## src/inc/bm_addr_regs.svh

```systemverilog
`ifndef BM_ADDR_REGS_SVH
`define BM_ADDR_REGS_SVH

// register byte offsets on the AXI4-Lite slave
`define WR_START_OFS 8'h00
`define WR_END_OFS 8'h04
`define WR_BUF_PROG_OFS 8'h08
`define WR_BUS_PROG_OFS 8'h0C
`define RD_START_OFS 8'h10
`define RD_END_OFS 8'h14
`define CTRL_OFS 8'h18
`define STATUS_OFS 8'h1C

// control register fields
`define CTRL_WR_GO_BIT 0
`define CTRL_RD_GO_BIT 1
`define CTRL_WR_ABORT_BIT 2
`define CTRL_RD_ABORT_BIT 3

// status register fields
`define STAT_WR_BUSY_BIT 0
`define STAT_RD_BUSY_BIT 1
`define STAT_WR_ERR_BIT 2

// reset value and address step
`define ADDR_RST 32'hFFFFFFFF
`define WORD_STEP 32'h00000004

// AXI responses
`define RESP_OKAY 2'h0
`define RESP_SLVERR 2'h2

`endif

```

## src/inc/bm_addr_pkg.sv

```systemverilog
package bm_addr_pkg;

    // one register-bus write: write-address beat plus write-data beat and strobes
    typedef struct packed {
        logic [7:0] addr;
        logic [31:0] data;
        logic [3:0] strb;
    } reg_write_type;

    // bus-side master write beat toward the target
    typedef struct packed {
        logic [31:0] addr;
        logic [31:0] data;
    } bus_beat_type;

    // per-direction transfer state
    typedef enum logic [1:0] {
        XFER_IDLE = 2'b00,
        XFER_RUN = 2'b01,
        XFER_DONE = 2'b10
    } xfer_state_type;

endpackage

```

## src/rtl/bm_addr_stepper.sv

```systemverilog
`timescale 1ns/1ns
`include "bm_addr_regs.svh"

// incrementing address walker for one direction
module bm_addr_stepper
    import bm_addr_pkg::*;
(
    input wire logic clk_i,
    input wire logic rst_i,
    input wire logic start_i,
    input wire logic abort_i,
    input wire logic [31:0] start_addr_i,
    input wire logic [31:0] end_addr_i,
    input wire logic step_i,
    output logic [31:0] addr_o,
    output logic busy_o
);

    // ----------------------------------------
    // state
    // ----------------------------------------
    xfer_state_type state_q; // walker state
    xfer_state_type state_d;
    logic [31:0] addr_q; // current address
    logic [31:0] addr_d;
    wire logic [31:0] next_addr; // address after this step
    wire logic last_step; // step passes the end address

    assign next_addr = addr_q + `WORD_STEP;
    assign last_step = step_i && (next_addr > end_addr_i
        || next_addr < addr_q);
    assign busy_o = (state_q == XFER_RUN);
    assign addr_o = addr_q;

    // next-state: only upward steps; a step that wraps past all ones is still taken and ends the run
    always_comb begin
        state_d = state_q;
        addr_d = addr_q;
        unique case (state_q)
            XFER_IDLE, XFER_DONE: begin
                if (start_i) begin
                    state_d = XFER_RUN;
                    addr_d = start_addr_i;
                end
            end
            XFER_RUN: begin
                if (abort_i) begin
                    // address left as is for software to inspect
                    state_d = XFER_DONE;
                end else if (step_i) begin
                    addr_d = next_addr;
                    if (last_step) begin
                        state_d = XFER_DONE;
                    end
                end
            end
            default: begin
                state_d = XFER_IDLE;
            end
        endcase
    end

    // registers
    always_ff @(posedge clk_i) begin
        if (rst_i) begin
            state_q <= XFER_IDLE;
            addr_q <= `ADDR_RST;
        end else begin
            state_q <= state_d;
            addr_q <= addr_d;
        end
    end

endmodule // bm_addr_stepper

```

## src/rtl/bm_addr_tracker.sv

```systemverilog
// Added by the designer: the register offsets and register access over AXI4-Lite.
`timescale 1ns/1ns
`include "bm_addr_regs.svh"

module bm_addr_tracker
    import bm_addr_pkg::*;
(
    input wire logic clk_i,
    input wire logic rst_i,
    // register bus
    input wire logic [7:0] s_awaddr_i,
    input wire logic s_awvalid_i,
    output logic s_awready_o,
    input wire logic [31:0] s_wdata_i,
    input wire logic [3:0] s_wstrb_i,
    input wire logic s_wvalid_i,
    output logic s_wready_o,
    output logic [1:0] s_bresp_o,
    output logic s_bvalid_o,
    input wire logic s_bready_i,
    input wire logic [7:0] s_araddr_i,
    input wire logic s_arvalid_i,
    output logic s_arready_o,
    output logic [31:0] s_rdata_o,
    output logic [1:0] s_rresp_o,
    output logic s_rvalid_o,
    input wire logic s_rready_i,
    // endpoint side of master write
    input wire logic [31:0] ep_data_i,
    input wire logic ep_valid_i,
    output logic ep_ready_o,
    // bus side of master write
    output logic [31:0] mw_addr_o,
    output logic [31:0] mw_data_o,
    output logic mw_valid_o,
    input wire logic mw_ready_i,
    input wire logic mw_error_i,
    // master read bus address and beat taken
    output logic [31:0] mr_addr_o,
    output logic mr_valid_o,
    input wire logic mr_ready_i,
    output logic wr_busy_o,
    output logic rd_busy_o
);

    // ------------------------------------------------
    // register bus slave
    // ------------------------------------------------
    logic aw_held_q; // write address captured
    logic w_held_q; // write data captured
    reg_write_type wr_q; // captured write beat
    logic bvalid_q; // write response pending
    logic [1:0] bresp_q;
    logic rvalid_q; // read data pending
    logic [31:0] rdata_q;
    logic [1:0] rresp_q;
    wire logic aw_take; // address handshake this edge
    wire logic w_take; // data handshake this edge
    wire logic wr_fire; // both halves held, do the write
    wire logic ar_take; // read address handshake

    assign aw_take = s_awvalid_i && s_awready_o;
    assign w_take = s_wvalid_i && s_wready_o;
    assign wr_fire = aw_held_q && w_held_q && !bvalid_q;
    assign ar_take = s_arvalid_i && s_arready_o;

    // ------------------------------------------------
    // software registers
    // ------------------------------------------------
    logic [31:0] wr_start_q; // write start address
    logic [31:0] wr_end_q; // write end address
    logic [31:0] rd_start_q; // read start address
    logic [31:0] rd_end_q; // read end address
    logic wr_go_q; // one-cycle start pulses
    logic rd_go_q;
    logic wr_abort_q; // one-cycle abort pulses
    logic rd_abort_q;
    logic wr_err_q; // sticky bus error flag
    wire logic [31:0] strb_mask; // byte lanes as bit mask
    wire logic sel_wr_start;
    wire logic sel_wr_end;
    wire logic sel_rd_start;
    wire logic sel_rd_end;
    wire logic sel_ctrl;
    wire logic sel_stat;
    wire logic sel_ro; // read-only progress words
    wire logic wr_mapped;

    genvar gi;
    generate
        for (gi = 0; gi < 4; gi++) begin : g_lane
            assign strb_mask[gi*8 +: 8] = {8{wr_q.strb[gi]}};
        end
    endgenerate

    assign sel_wr_start = wr_q.addr == `WR_START_OFS;
    assign sel_wr_end = wr_q.addr == `WR_END_OFS;
    assign sel_rd_start = wr_q.addr == `RD_START_OFS;
    assign sel_rd_end = wr_q.addr == `RD_END_OFS;
    assign sel_ctrl = wr_q.addr == `CTRL_OFS;
    assign sel_stat = wr_q.addr == `STATUS_OFS;
    assign sel_ro = wr_q.addr == `WR_BUF_PROG_OFS
        || wr_q.addr == `WR_BUS_PROG_OFS;
    assign wr_mapped = sel_wr_start || sel_wr_end || sel_rd_start
        || sel_rd_end || sel_ctrl || sel_stat || sel_ro;

    // ------------------------------------------------
    // address walkers
    // ------------------------------------------------
    logic [31:0] buf_prog; // endpoint-to-buffer progress
    logic [31:0] bus_prog; // buffer-to-target progress
    logic [31:0] rd_addr; // master read bus address
    logic wr_buf_busy;
    logic wr_bus_busy;
    logic rd_busy;
    logic held_q; // one-word master write buffer full
    logic [31:0] held_data_q; // buffered datum
    wire logic ep_take; // datum moved from endpoint
    wire logic bus_take; // datum delivered to target
    wire logic rd_take; // read beat taken by target

    // buffer only accepts when empty, so nothing is overwritten
    assign ep_take = ep_valid_i && !held_q && wr_buf_busy
        && !wr_abort_q && !mw_error_i;
    assign bus_take = held_q && mw_ready_i && wr_bus_busy;
    assign rd_take = mr_ready_i && rd_busy;

    bm_addr_stepper u_wr_buf (
        .clk_i(clk_i),
        .rst_i(rst_i),
        .start_i(wr_go_q),
        .abort_i(wr_abort_q || mw_error_i),
        .start_addr_i(wr_start_q),
        .end_addr_i(wr_end_q),
        .step_i(ep_take),
        .addr_o(buf_prog),
        .busy_o(wr_buf_busy)
    );

    bm_addr_stepper u_wr_bus (
        .clk_i(clk_i),
        .rst_i(rst_i),
        .start_i(wr_go_q),
        .abort_i(wr_abort_q || mw_error_i),
        .start_addr_i(wr_start_q),
        .end_addr_i(wr_end_q),
        .step_i(bus_take),
        .addr_o(bus_prog),
        .busy_o(wr_bus_busy)
    );

    bm_addr_stepper u_rd (
        .clk_i(clk_i),
        .rst_i(rst_i),
        .start_i(rd_go_q),
        .abort_i(rd_abort_q),
        .start_addr_i(rd_start_q),
        .end_addr_i(rd_end_q),
        .step_i(rd_take),
        .addr_o(rd_addr),
        .busy_o(rd_busy)
    );

    // read data mux
    wire logic [31:0] rd_word;
    wire logic rd_mapped;
    assign rd_mapped = s_araddr_i == `WR_START_OFS
        || s_araddr_i == `WR_END_OFS || s_araddr_i == `WR_BUF_PROG_OFS
        || s_araddr_i == `WR_BUS_PROG_OFS || s_araddr_i == `RD_START_OFS
        || s_araddr_i == `RD_END_OFS || s_araddr_i == `CTRL_OFS
        || s_araddr_i == `STATUS_OFS;
    assign rd_word =
        (s_araddr_i == `WR_START_OFS) ? wr_start_q :
        (s_araddr_i == `WR_END_OFS) ? wr_end_q :
        (s_araddr_i == `WR_BUF_PROG_OFS) ? buf_prog :
        (s_araddr_i == `WR_BUS_PROG_OFS) ? bus_prog :
        (s_araddr_i == `RD_START_OFS) ? rd_start_q :
        (s_araddr_i == `RD_END_OFS) ? rd_end_q :
        (s_araddr_i == `STATUS_OFS) ?
            {29'h0, wr_err_q, rd_busy, wr_buf_busy || wr_bus_busy} :
        32'h00000000;

    // bus slave handshakes; response follows both halves
    always_ff @(posedge clk_i) begin
        if (rst_i) begin
            aw_held_q <= 1'b0;
            w_held_q <= 1'b0;
            wr_q <= '0;
            bvalid_q <= 1'b0;
            bresp_q <= `RESP_OKAY;
        end else begin
            if (aw_take) begin
                aw_held_q <= 1'b1;
                wr_q.addr <= s_awaddr_i;
            end
            if (w_take) begin
                w_held_q <= 1'b1;
                wr_q.data <= s_wdata_i;
                wr_q.strb <= s_wstrb_i;
            end
            if (wr_fire) begin
                aw_held_q <= 1'b0;
                w_held_q <= 1'b0;
                bvalid_q <= 1'b1;
                // unmapped or read-only words answer slverr
                bresp_q <= (wr_mapped && !sel_ro) ? `RESP_OKAY
                    : `RESP_SLVERR;
            end else if (bvalid_q && s_bready_i) begin
                bvalid_q <= 1'b0;
            end
        end
    end

    // read channel: one cycle from address to data
    always_ff @(posedge clk_i) begin
        if (rst_i) begin
            rvalid_q <= 1'b0;
            rdata_q <= 32'h00000000;
            rresp_q <= `RESP_OKAY;
        end else if (ar_take) begin
            rvalid_q <= 1'b1;
            rdata_q <= rd_word;
            rresp_q <= rd_mapped ? `RESP_OKAY : `RESP_SLVERR;
        end else if (rvalid_q && s_rready_i) begin
            rvalid_q <= 1'b0;
        end
    end

    // software-written address registers and pulses
    always_ff @(posedge clk_i) begin
        if (rst_i) begin
            wr_start_q <= `ADDR_RST;
            wr_end_q <= `ADDR_RST;
            rd_start_q <= `ADDR_RST;
            rd_end_q <= `ADDR_RST;
            wr_go_q <= 1'b0;
            rd_go_q <= 1'b0;
            wr_abort_q <= 1'b0;
            rd_abort_q <= 1'b0;
        end else begin
            wr_go_q <= wr_fire && sel_ctrl && wr_q.strb[0]
                && wr_q.data[`CTRL_WR_GO_BIT];
            rd_go_q <= wr_fire && sel_ctrl && wr_q.strb[0]
                && wr_q.data[`CTRL_RD_GO_BIT];
            wr_abort_q <= wr_fire && sel_ctrl && wr_q.strb[0]
                && wr_q.data[`CTRL_WR_ABORT_BIT];
            rd_abort_q <= wr_fire && sel_ctrl && wr_q.strb[0]
                && wr_q.data[`CTRL_RD_ABORT_BIT];
            if (wr_fire && sel_wr_start) begin
                wr_start_q <= (wr_start_q & ~strb_mask)
                    | (wr_q.data & strb_mask);
            end
            if (wr_fire && sel_wr_end) begin
                wr_end_q <= (wr_end_q & ~strb_mask)
                    | (wr_q.data & strb_mask);
            end
            if (wr_fire && sel_rd_start) begin
                rd_start_q <= (rd_start_q & ~strb_mask)
                    | (wr_q.data & strb_mask);
            end
            if (wr_fire && sel_rd_end) begin
                rd_end_q <= (rd_end_q & ~strb_mask)
                    | (wr_q.data & strb_mask);
            end
        end
    end

    // sticky error: a new error beats a clearing write
    always_ff @(posedge clk_i) begin
        if (rst_i) begin
            wr_err_q <= 1'b0;
        end else if (mw_error_i && wr_bus_busy) begin
            wr_err_q <= 1'b1;
        end else if (wr_fire && sel_stat && wr_q.strb[0]
            && wr_q.data[`STAT_WR_ERR_BIT]) begin
            wr_err_q <= 1'b0;
        end
    end

    // one-word master write buffer
    always_ff @(posedge clk_i) begin
        if (rst_i) begin
            held_q <= 1'b0;
            held_data_q <= 32'h00000000;
        end else if (ep_take) begin
            held_q <= 1'b1;
            held_data_q <= ep_data_i;
        end else if (bus_take || !wr_bus_busy) begin
            held_q <= 1'b0;
        end
    end

    // registered outputs
    always_ff @(posedge clk_i) begin
        if (rst_i) begin
            ep_ready_o <= 1'b0;
            mw_valid_o <= 1'b0;
            mw_addr_o <= `ADDR_RST;
            mw_data_o <= 32'h00000000;
            mr_valid_o <= 1'b0;
            mr_addr_o <= `ADDR_RST;
            wr_busy_o <= 1'b0;
            rd_busy_o <= 1'b0;
        end else begin
            ep_ready_o <= wr_buf_busy && !held_q && !ep_take;
            // no write beat issued once the walker has stopped; mr_valid_o follows rd_busy one cycle late
            // a stopped write transfer shows no beat, not even one cycle late
            mw_valid_o <= (wr_bus_busy && held_q && !bus_take
                && !wr_abort_q && !mw_error_i) || ep_take;
            mw_addr_o <= bus_take ? bus_prog + `WORD_STEP : bus_prog;
            mw_data_o <= ep_take ? ep_data_i : held_data_q;
            mr_valid_o <= rd_busy;
            mr_addr_o <= rd_addr;
            wr_busy_o <= wr_buf_busy || wr_bus_busy;
            rd_busy_o <= rd_busy;
        end
    end

    assign s_awready_o = !aw_held_q && !bvalid_q;
    assign s_wready_o = !w_held_q && !bvalid_q;
    assign s_bvalid_o = bvalid_q;
    assign s_bresp_o = bresp_q;
    assign s_arready_o = !rvalid_q;
    assign s_rvalid_o = rvalid_q;
    assign s_rdata_o = rdata_q;
    assign s_rresp_o = rresp_q;

endmodule // bm_addr_tracker

```

## config.mk

```make
export PLATFORM = sky130hd
export DESIGN_NAME = bm_addr_tracker
export DESIGN_NICKNAME = d
export VERILOG_FILES = /design/src/inc/bm_addr_pkg.sv /design/src/rtl/bm_addr_stepper.sv /design/src/rtl/bm_addr_tracker.sv
export VERILOG_INCLUDE_DIRS = /design/src /design/src/inc
export SDC_FILE = /design/constraint.sdc
export NUM_CORES = 1
export LEC_CHECK = 0
export BUFFER_PORTS_ARGS = -buffer_cell sky130_fd_sc_hd__buf_2
export CORE_MARGIN = 2
export CORE_UTILIZATION = 40
export DETAILED_ROUTE_END_ITERATION = 16
export PLACE_DENSITY = 0.63
export SLEW_MARGIN = 20
export SYNTH_ARGS = -nofsm -noshare
export SYNTH_HDL_FRONTEND = slang
export SYNTH_SLANG_ARGS = --single-unit
```

## constraint.sdc

```tcl
create_clock -name clk_i -period 5.49 [get_ports clk_i]
set_clock_uncertainty 0.15 [all_clocks]
set_input_delay 0.8235 -clock clk_i [delete_from_list [all_inputs] [get_ports clk_i]]
set_output_delay 0.8235 -clock clk_i [all_outputs]
set_load 0.02 [all_outputs]
```

Yosys cells after proc, flatten, opt, wreduce, memory -nomap -nowiden. Index checks and enable logic that the tools add are counted.

Register bits: 420. Output and inout port bits: 142.

Add/subtract/negate cells: 3. $lt $le $gt $ge: 6. Equality and inequality tests: 34. Mux-type cells: 42. Bitwise gates (word level): 10. Reduce and logical (&&, ||, !) cells: 94.

Operators with widths (number): 32-bit 2-to-1 mux (14); 32-bit case mux with 2 select lines (3); 32-bit bitwise AND (5); 32-bit OR (4); 32-bit by 3-bit adder with 32-bit output (second input constant) (3); 32-bit > comparator (3); 32-bit < comparator (3); 8-bit by 5-bit equality test with 1-bit output (second input constant) (8); 1-bit logical AND (40); 8-bit by 4-bit equality test with 1-bit output (second input constant) (4); 32-bit inverter (1); 2-bit 2-to-1 mux (13); 1-bit logical OR (21); 8-bit by 3-bit equality test with 1-bit output (second input constant) (2); 8-bit zero test (2); 2-bit nonzero test (7); 2-bit != test (second input constant) (6); 3-bit by 1-bit != test with 1-bit output (second input constant) (4); 2-bit case mux with 2 select lines (3); 3-bit AND reduction (4); 1-bit zero test (11); 1-bit 2-to-1 mux (8); 4-bit AND reduction (2); 2-bit OR reduction (4); 6 further kinds (14).

Logic depth before layout (Yosys ltp).
Depth after elaboration: 10. Mapped depth: 18. Depth with buffers taken out: 18.

Cells and area by module. From an unflattened synthesis, not the netlist that was laid out.

Cell total of the unflattened synthesis: 2929. Area, all modules: 24114.4 sq um.

Modules (own cells, without submodules): bm_addr_tracker (instances 1, cells an instance 1385, area an instance 13012.5 sq um); bm_addr_stepper (u_wr_bus) (instances 1, cells an instance 528, area an instance 3743.6 sq um); bm_addr_stepper (u_rd) (instances 1, cells an instance 507, area an instance 3701.0 sq um); bm_addr_stepper (u_wr_buf) (instances 1, cells an instance 509, area an instance 3657.3 sq um).

Least setup slack after synthesis. Ideal clock, no wire load.

Kind: register to register. From: reg u_wr_bus.addr_q[8], in the netlist u_wr_bus.addr_o[8]. To: reg u_wr_bus.state_q[1]. Setup time: 0.117 ns. Arrival: 3.476 ns. Required time: 5.223 ns. Slack: 1.747 ns. Cell stages (with the launch flop): 16. Buffers on the path: 1. Period minus slack after synthesis: 3.743 ns. Cells stage by stage: dfxtp_1 clkbuf_1 and3_1 nand4_1 nor2_1 and3_1 xnor2_1 ha_1 nand3_1 nor3_1 nand3_1 or3_1 a31oi_1 o2bb2ai_1 a41o_1 a32o_1.

Longest elaborated chain between the ends: 6.

Ends and longest elaborated chain: start, declared (RTL line bm_addr_stepper.sv:24) `logic [31:0] addr_q;`; start signal, assigned (RTL line bm_addr_stepper.sv:67) `` addr_q <= `ADDR_RST; ``; start signal, assigned (RTL line bm_addr_stepper.sv:70) `addr_q <= addr_d;`; 32-bit by 3-bit adder with 32-bit output (no source line); 32-bit > comparator or 32-bit < comparator (tied branches) (RTL line bm_addr_stepper.sv:30, bm_addr_stepper.sv:31); 1-bit logical OR (*) (RTL line bm_addr_stepper.sv:31) `|| next_addr < addr_q);`; 1-bit logical AND (*) (RTL line bm_addr_stepper.sv:30) `assign last_step = step_i && (next_addr > end_addr_i`; 3-bit by 1-bit != test with 1-bit output (no source line) (*); 3-bit AND reduction (no source line) (*); end signal, assigned (RTL line bm_addr_stepper.sv:69) `state_q <= state_d;`; end, declared (RTL line bm_addr_stepper.sv:22) `xfer_state_type state_q;`.

Every way passes the cells marked *; elsewhere a longest branch is shown, timed or not. A chain may end at the register's enable or synchronous reset.

Worst setup path in the final report.
From: reg u_wr_buf.addr_q[8], in the netlist u_wr_buf.addr_o[8]. To: reg u_wr_buf.state_q[1].

Longest elaborated chain between the ends: 6.

Ends and longest elaborated chain (RTL line): start, declared (bm_addr_stepper.sv:24); start signal, assigned (bm_addr_stepper.sv:67); start signal, assigned (bm_addr_stepper.sv:70); 32-bit by 3-bit adder with 32-bit output (no source line); 32-bit > comparator or 32-bit < comparator (tied branches) (bm_addr_stepper.sv:30, bm_addr_stepper.sv:31); 1-bit logical OR (*) (bm_addr_stepper.sv:31); 1-bit logical AND (*) (bm_addr_stepper.sv:30); 3-bit by 1-bit != test with 1-bit output (no source line) (*); 3-bit AND reduction (no source line) (*); end signal, assigned (bm_addr_stepper.sv:69); end, declared (bm_addr_stepper.sv:22).

Marks and branches as above.

==> flow_summary.json <==
{
  "reg2reg_from": "u_wr_buf.addr_o[8]$_SDFFE_PP1P_",
  "synth_cell_type_count": 76,
  "fin_crit_sh_pct": 82.46,
  "cp-endpoint": "u_wr_buf.state_q[1]$_SDFFE_PP0P_",
  "p_leak_nw": 12.15,
  "clockBufferDepth": 3,
  "p_total_mw": 6.840,
  "synth-compound-area-share_pct": 18.36,
  "postSynthCellCount": 2912,
  "r2r_slack_ps": 960,
  "async_flop_share_pct": 0,
  "worstMarginPinSlew_ps": 1143,
  "clkTransAtPathRegs_ps": 60,
  "yosys_warnings": 0,
  "p_switching_mw": 1.589,
  "pin_count": 237,
  "avgRoutedWirePerCell_um": 20.20,
  "cts_sinks": 418,
  "holdBufCountCts": 0,
  "finalMaxSlewViolations": 0,
  "power_frac_clock_pct": 51.0,
  "drtIter0Drc": 1527,
  "internal_power_mw": 5.251,
  "post-route-min-period_ps": 4527,
  "vdd_drop_max_mv": 0.2169,
  "crit_fanout": 10,
  "hpwl_um": 57490,
  "wirelength_um": 76930,
  "root_buffer": "clkbuf_16",
  "grt.total_usage_pct": 26.08,
  "cts-resized-gates": 0,
  "floorplan.die.height_um": 241.1,
  "gp_congestion": 0.9458,
  "fp.dieW_um": 241.1,
  "grt_pass1_wl_um": 117200,
  "r2r_cells": 18,
  "overflow": 0,
  "die_area_mm2": 0.05812,
  "synthAdderAreaFrac_pct": 7.959,
  "cts_tree": "yes",
  "h-tree-depth": 2,
  "synthTopCellsByArea": "dfxtp_1 (37%), nand2_1 (9.4%), ha_1 (8.0%)",
  "rr_endpoint": "u_wr_buf.state_q[1]$_SDFFE_PP0P_",
  "p_per_area_mw_per_mm2": 265.3,
  "worstPathArrival_ps": 4860,
  "final-setup-viol-count": 0,
  "post-cts-setup-buffer-count": 0,
  "ys_seq_area_share_pct": 37.22,
  "relSlewSlack_pct": 23.10,
  "cp_data_required_time_ps": 5830,
  "p_sw_share_pct": 23.24,
  "ys_seq_elements": 418,
  "whs_ps": 254.2,
  "dp.cells": 3720,
  "grt_max_degree": 174,
  "io_buffers": 234,
  "rsz0062_at_grt": "false",
  "antenna_found_initial": 0,
  "cts_made_buffers": 47,
  "synth_top_family_by_area": "simple AND/OR/NAND/NOR gates",
  "yosys.area_share.simple_pct": 22.99,
  "hold_depth": 2,
  "antenna_left": 0,
  "startpoint": "u_wr_buf.addr_o[8]$_SDFFE_PP1P_",
  "pwr-share-comb_pct": 3.5,
  "core_mm2": 0.05531,
  "syn_area_mm2": 0.02248,
  "synth_top_area_share_pct": 37.22,
  "start_util_pct": 40.65,
  "ys.flop_type": "dfxtp_1",
  "drt_pass1_iterations": 7,
  "vias_per_cell": 5.597,
  "area_growth_pct": 14.69,
  "clk_latency_ps": 610,
  "final_cells": 3809,
  "avgSynthCellArea_um2": 7.720,
  "fmax_ghz": 0.2209,
  "post_route_cells_drive_above_1_share_pct": 12.55,
  "outcome": "finished, final reports clean",
  "yosysMostFrequentCell": "nand2_1",
  "critical_path_class": "reg -> reg",
  "fin_tns_setup_ps": 0,
  "hold_path_class": "in -> reg",
  "finalHoldViolations": 0,
  "synth_common_cells": "nand2_1 (561), dfxtp_1 (418), a21oi_1 (239)",
  "placed_area_mm2": 0.02406,
  "final_area_mm2": 0.02578,
  "synth_edf_count": 0,
  "yosysTopAreaCell": "dfxtp_1",
  "seq_power_share_pct": 45.5,
  "grt_pass1_vias": 20354,
  "drv_cap": 0,
  "drc_errors": 0,
  "startpoint_type": "flip-flop",
  "dr_total_vias": 21319,
  "nNetsFinal": 3259,
  "synth.mux.area_fraction_pct": 3.395,
  "rows": 86,
  "synth_xor_area_share_pct": 3.467,
  "cp-end-kind": "flip-flop"
}
[per-stage QoR]
stage / util (%) / worst slack [ps]
after global placement: 43.51 / 1227
final: 46.62 / 963.1
after floorplan: - / 1747
after CTS: 46.61 / 1005
after global routing: 46.61 / 383.0
after detailed placement: 43.51 / 1035
[routing by layer]
metal  share of wire (%)  global-route usage (%)  vias up  wire (um)
met2                  47                   43.70      731      36250
met4                 5.1                   13.08        0       3942
met3                 5.9                   3.306      182       4551
met1                  42                   33.00    10108      32190
met5                   0                       0        -          0
li1                    -                       -    10298          -
[power groups by stage]
stage	Combinational (mW)	Clock, mW	Sequential, mW
final	0.240	3.49	3.11
after global routing	0.263	3.67	3.11
after CTS	0.241	3.55	3.11
after detailed placement	0.240	0	3.18
after global placement	0.236	0	3.18
after floorplan	0.142	0	3.16
[critical path, cell delays in order (launching register included)]
cell and delay, ps:
dfxtp_1 500, and4_1 390, nand3_1 120, buf_4 180, nor2_1 210, nand3_1 230
nor2_1 270, and3_1 200, ha_1 170, inv_1 50, ha_1 290, nand4_1 180
nor4_1 460, nand2_1 120, nor4_1 270, nor2_1 70, o21a_1 130, a211oi_1 290
o31ai_1 110
[final cells by class]
class                      instances  area [um^2]
antenna                            1        2.502
clock buffer                      65         1355
clock inverter                    23        361.6
fill                            5555        29520
inverter                         178        675.6
multi-input combinational       2116        12700
sequential                       418         8368
tap                              748        935.9
timing repair buffer             260         1381
[how the worst min path moves through the flow]
stage	startpoint	endpoint	slack, ps
finish	s_rready_i	s_rvalid_o$_SDFFE_PP0P_	250
global route	s_rready_i	s_rvalid_o$_SDFFE_PP0P_	260
CTS	s_rready_i	s_rvalid_o$_SDFFE_PP0P_	230
detailed placement	mw_data_o[2]$_SDFFE_PP0P_	mw_data_o[2]$_SDFFE_PP0P_	290
global placement	mw_data_o[20]$_SDFFE_PP0P_	mw_data_o[20]$_SDFFE_PP0P_	290
floorplan	u_rd.addr_o[0]$_SDFFE_PP1P_	mr_addr_o[0]$_SDFF_PP1_	260
[cells in the final DEF, fill, tap and decap left out, types with 41 or more instances in the layout]
cell type  count
buf_2        233
clkbuf_16     48
mux2i_1       74
ha_1         143
a21oi_1      237
inv_1        177
a211oi_1      41
nand2_1      559
xnor2_1       56
nand3_1       90
nor2_1       235
nor3_1        67
dfxtp_1      418
o211ai_1     103
o21ai_0       92
[logic make-up after synthesis]
family,after synthesis
compound gates,653
xor+xnor,89
fa+ha+maj,143
buf+inv,379
flops,418
mux,76
other cells,1
simple gates,1153
Note: power is estimated with default switching activity, not from simulation.
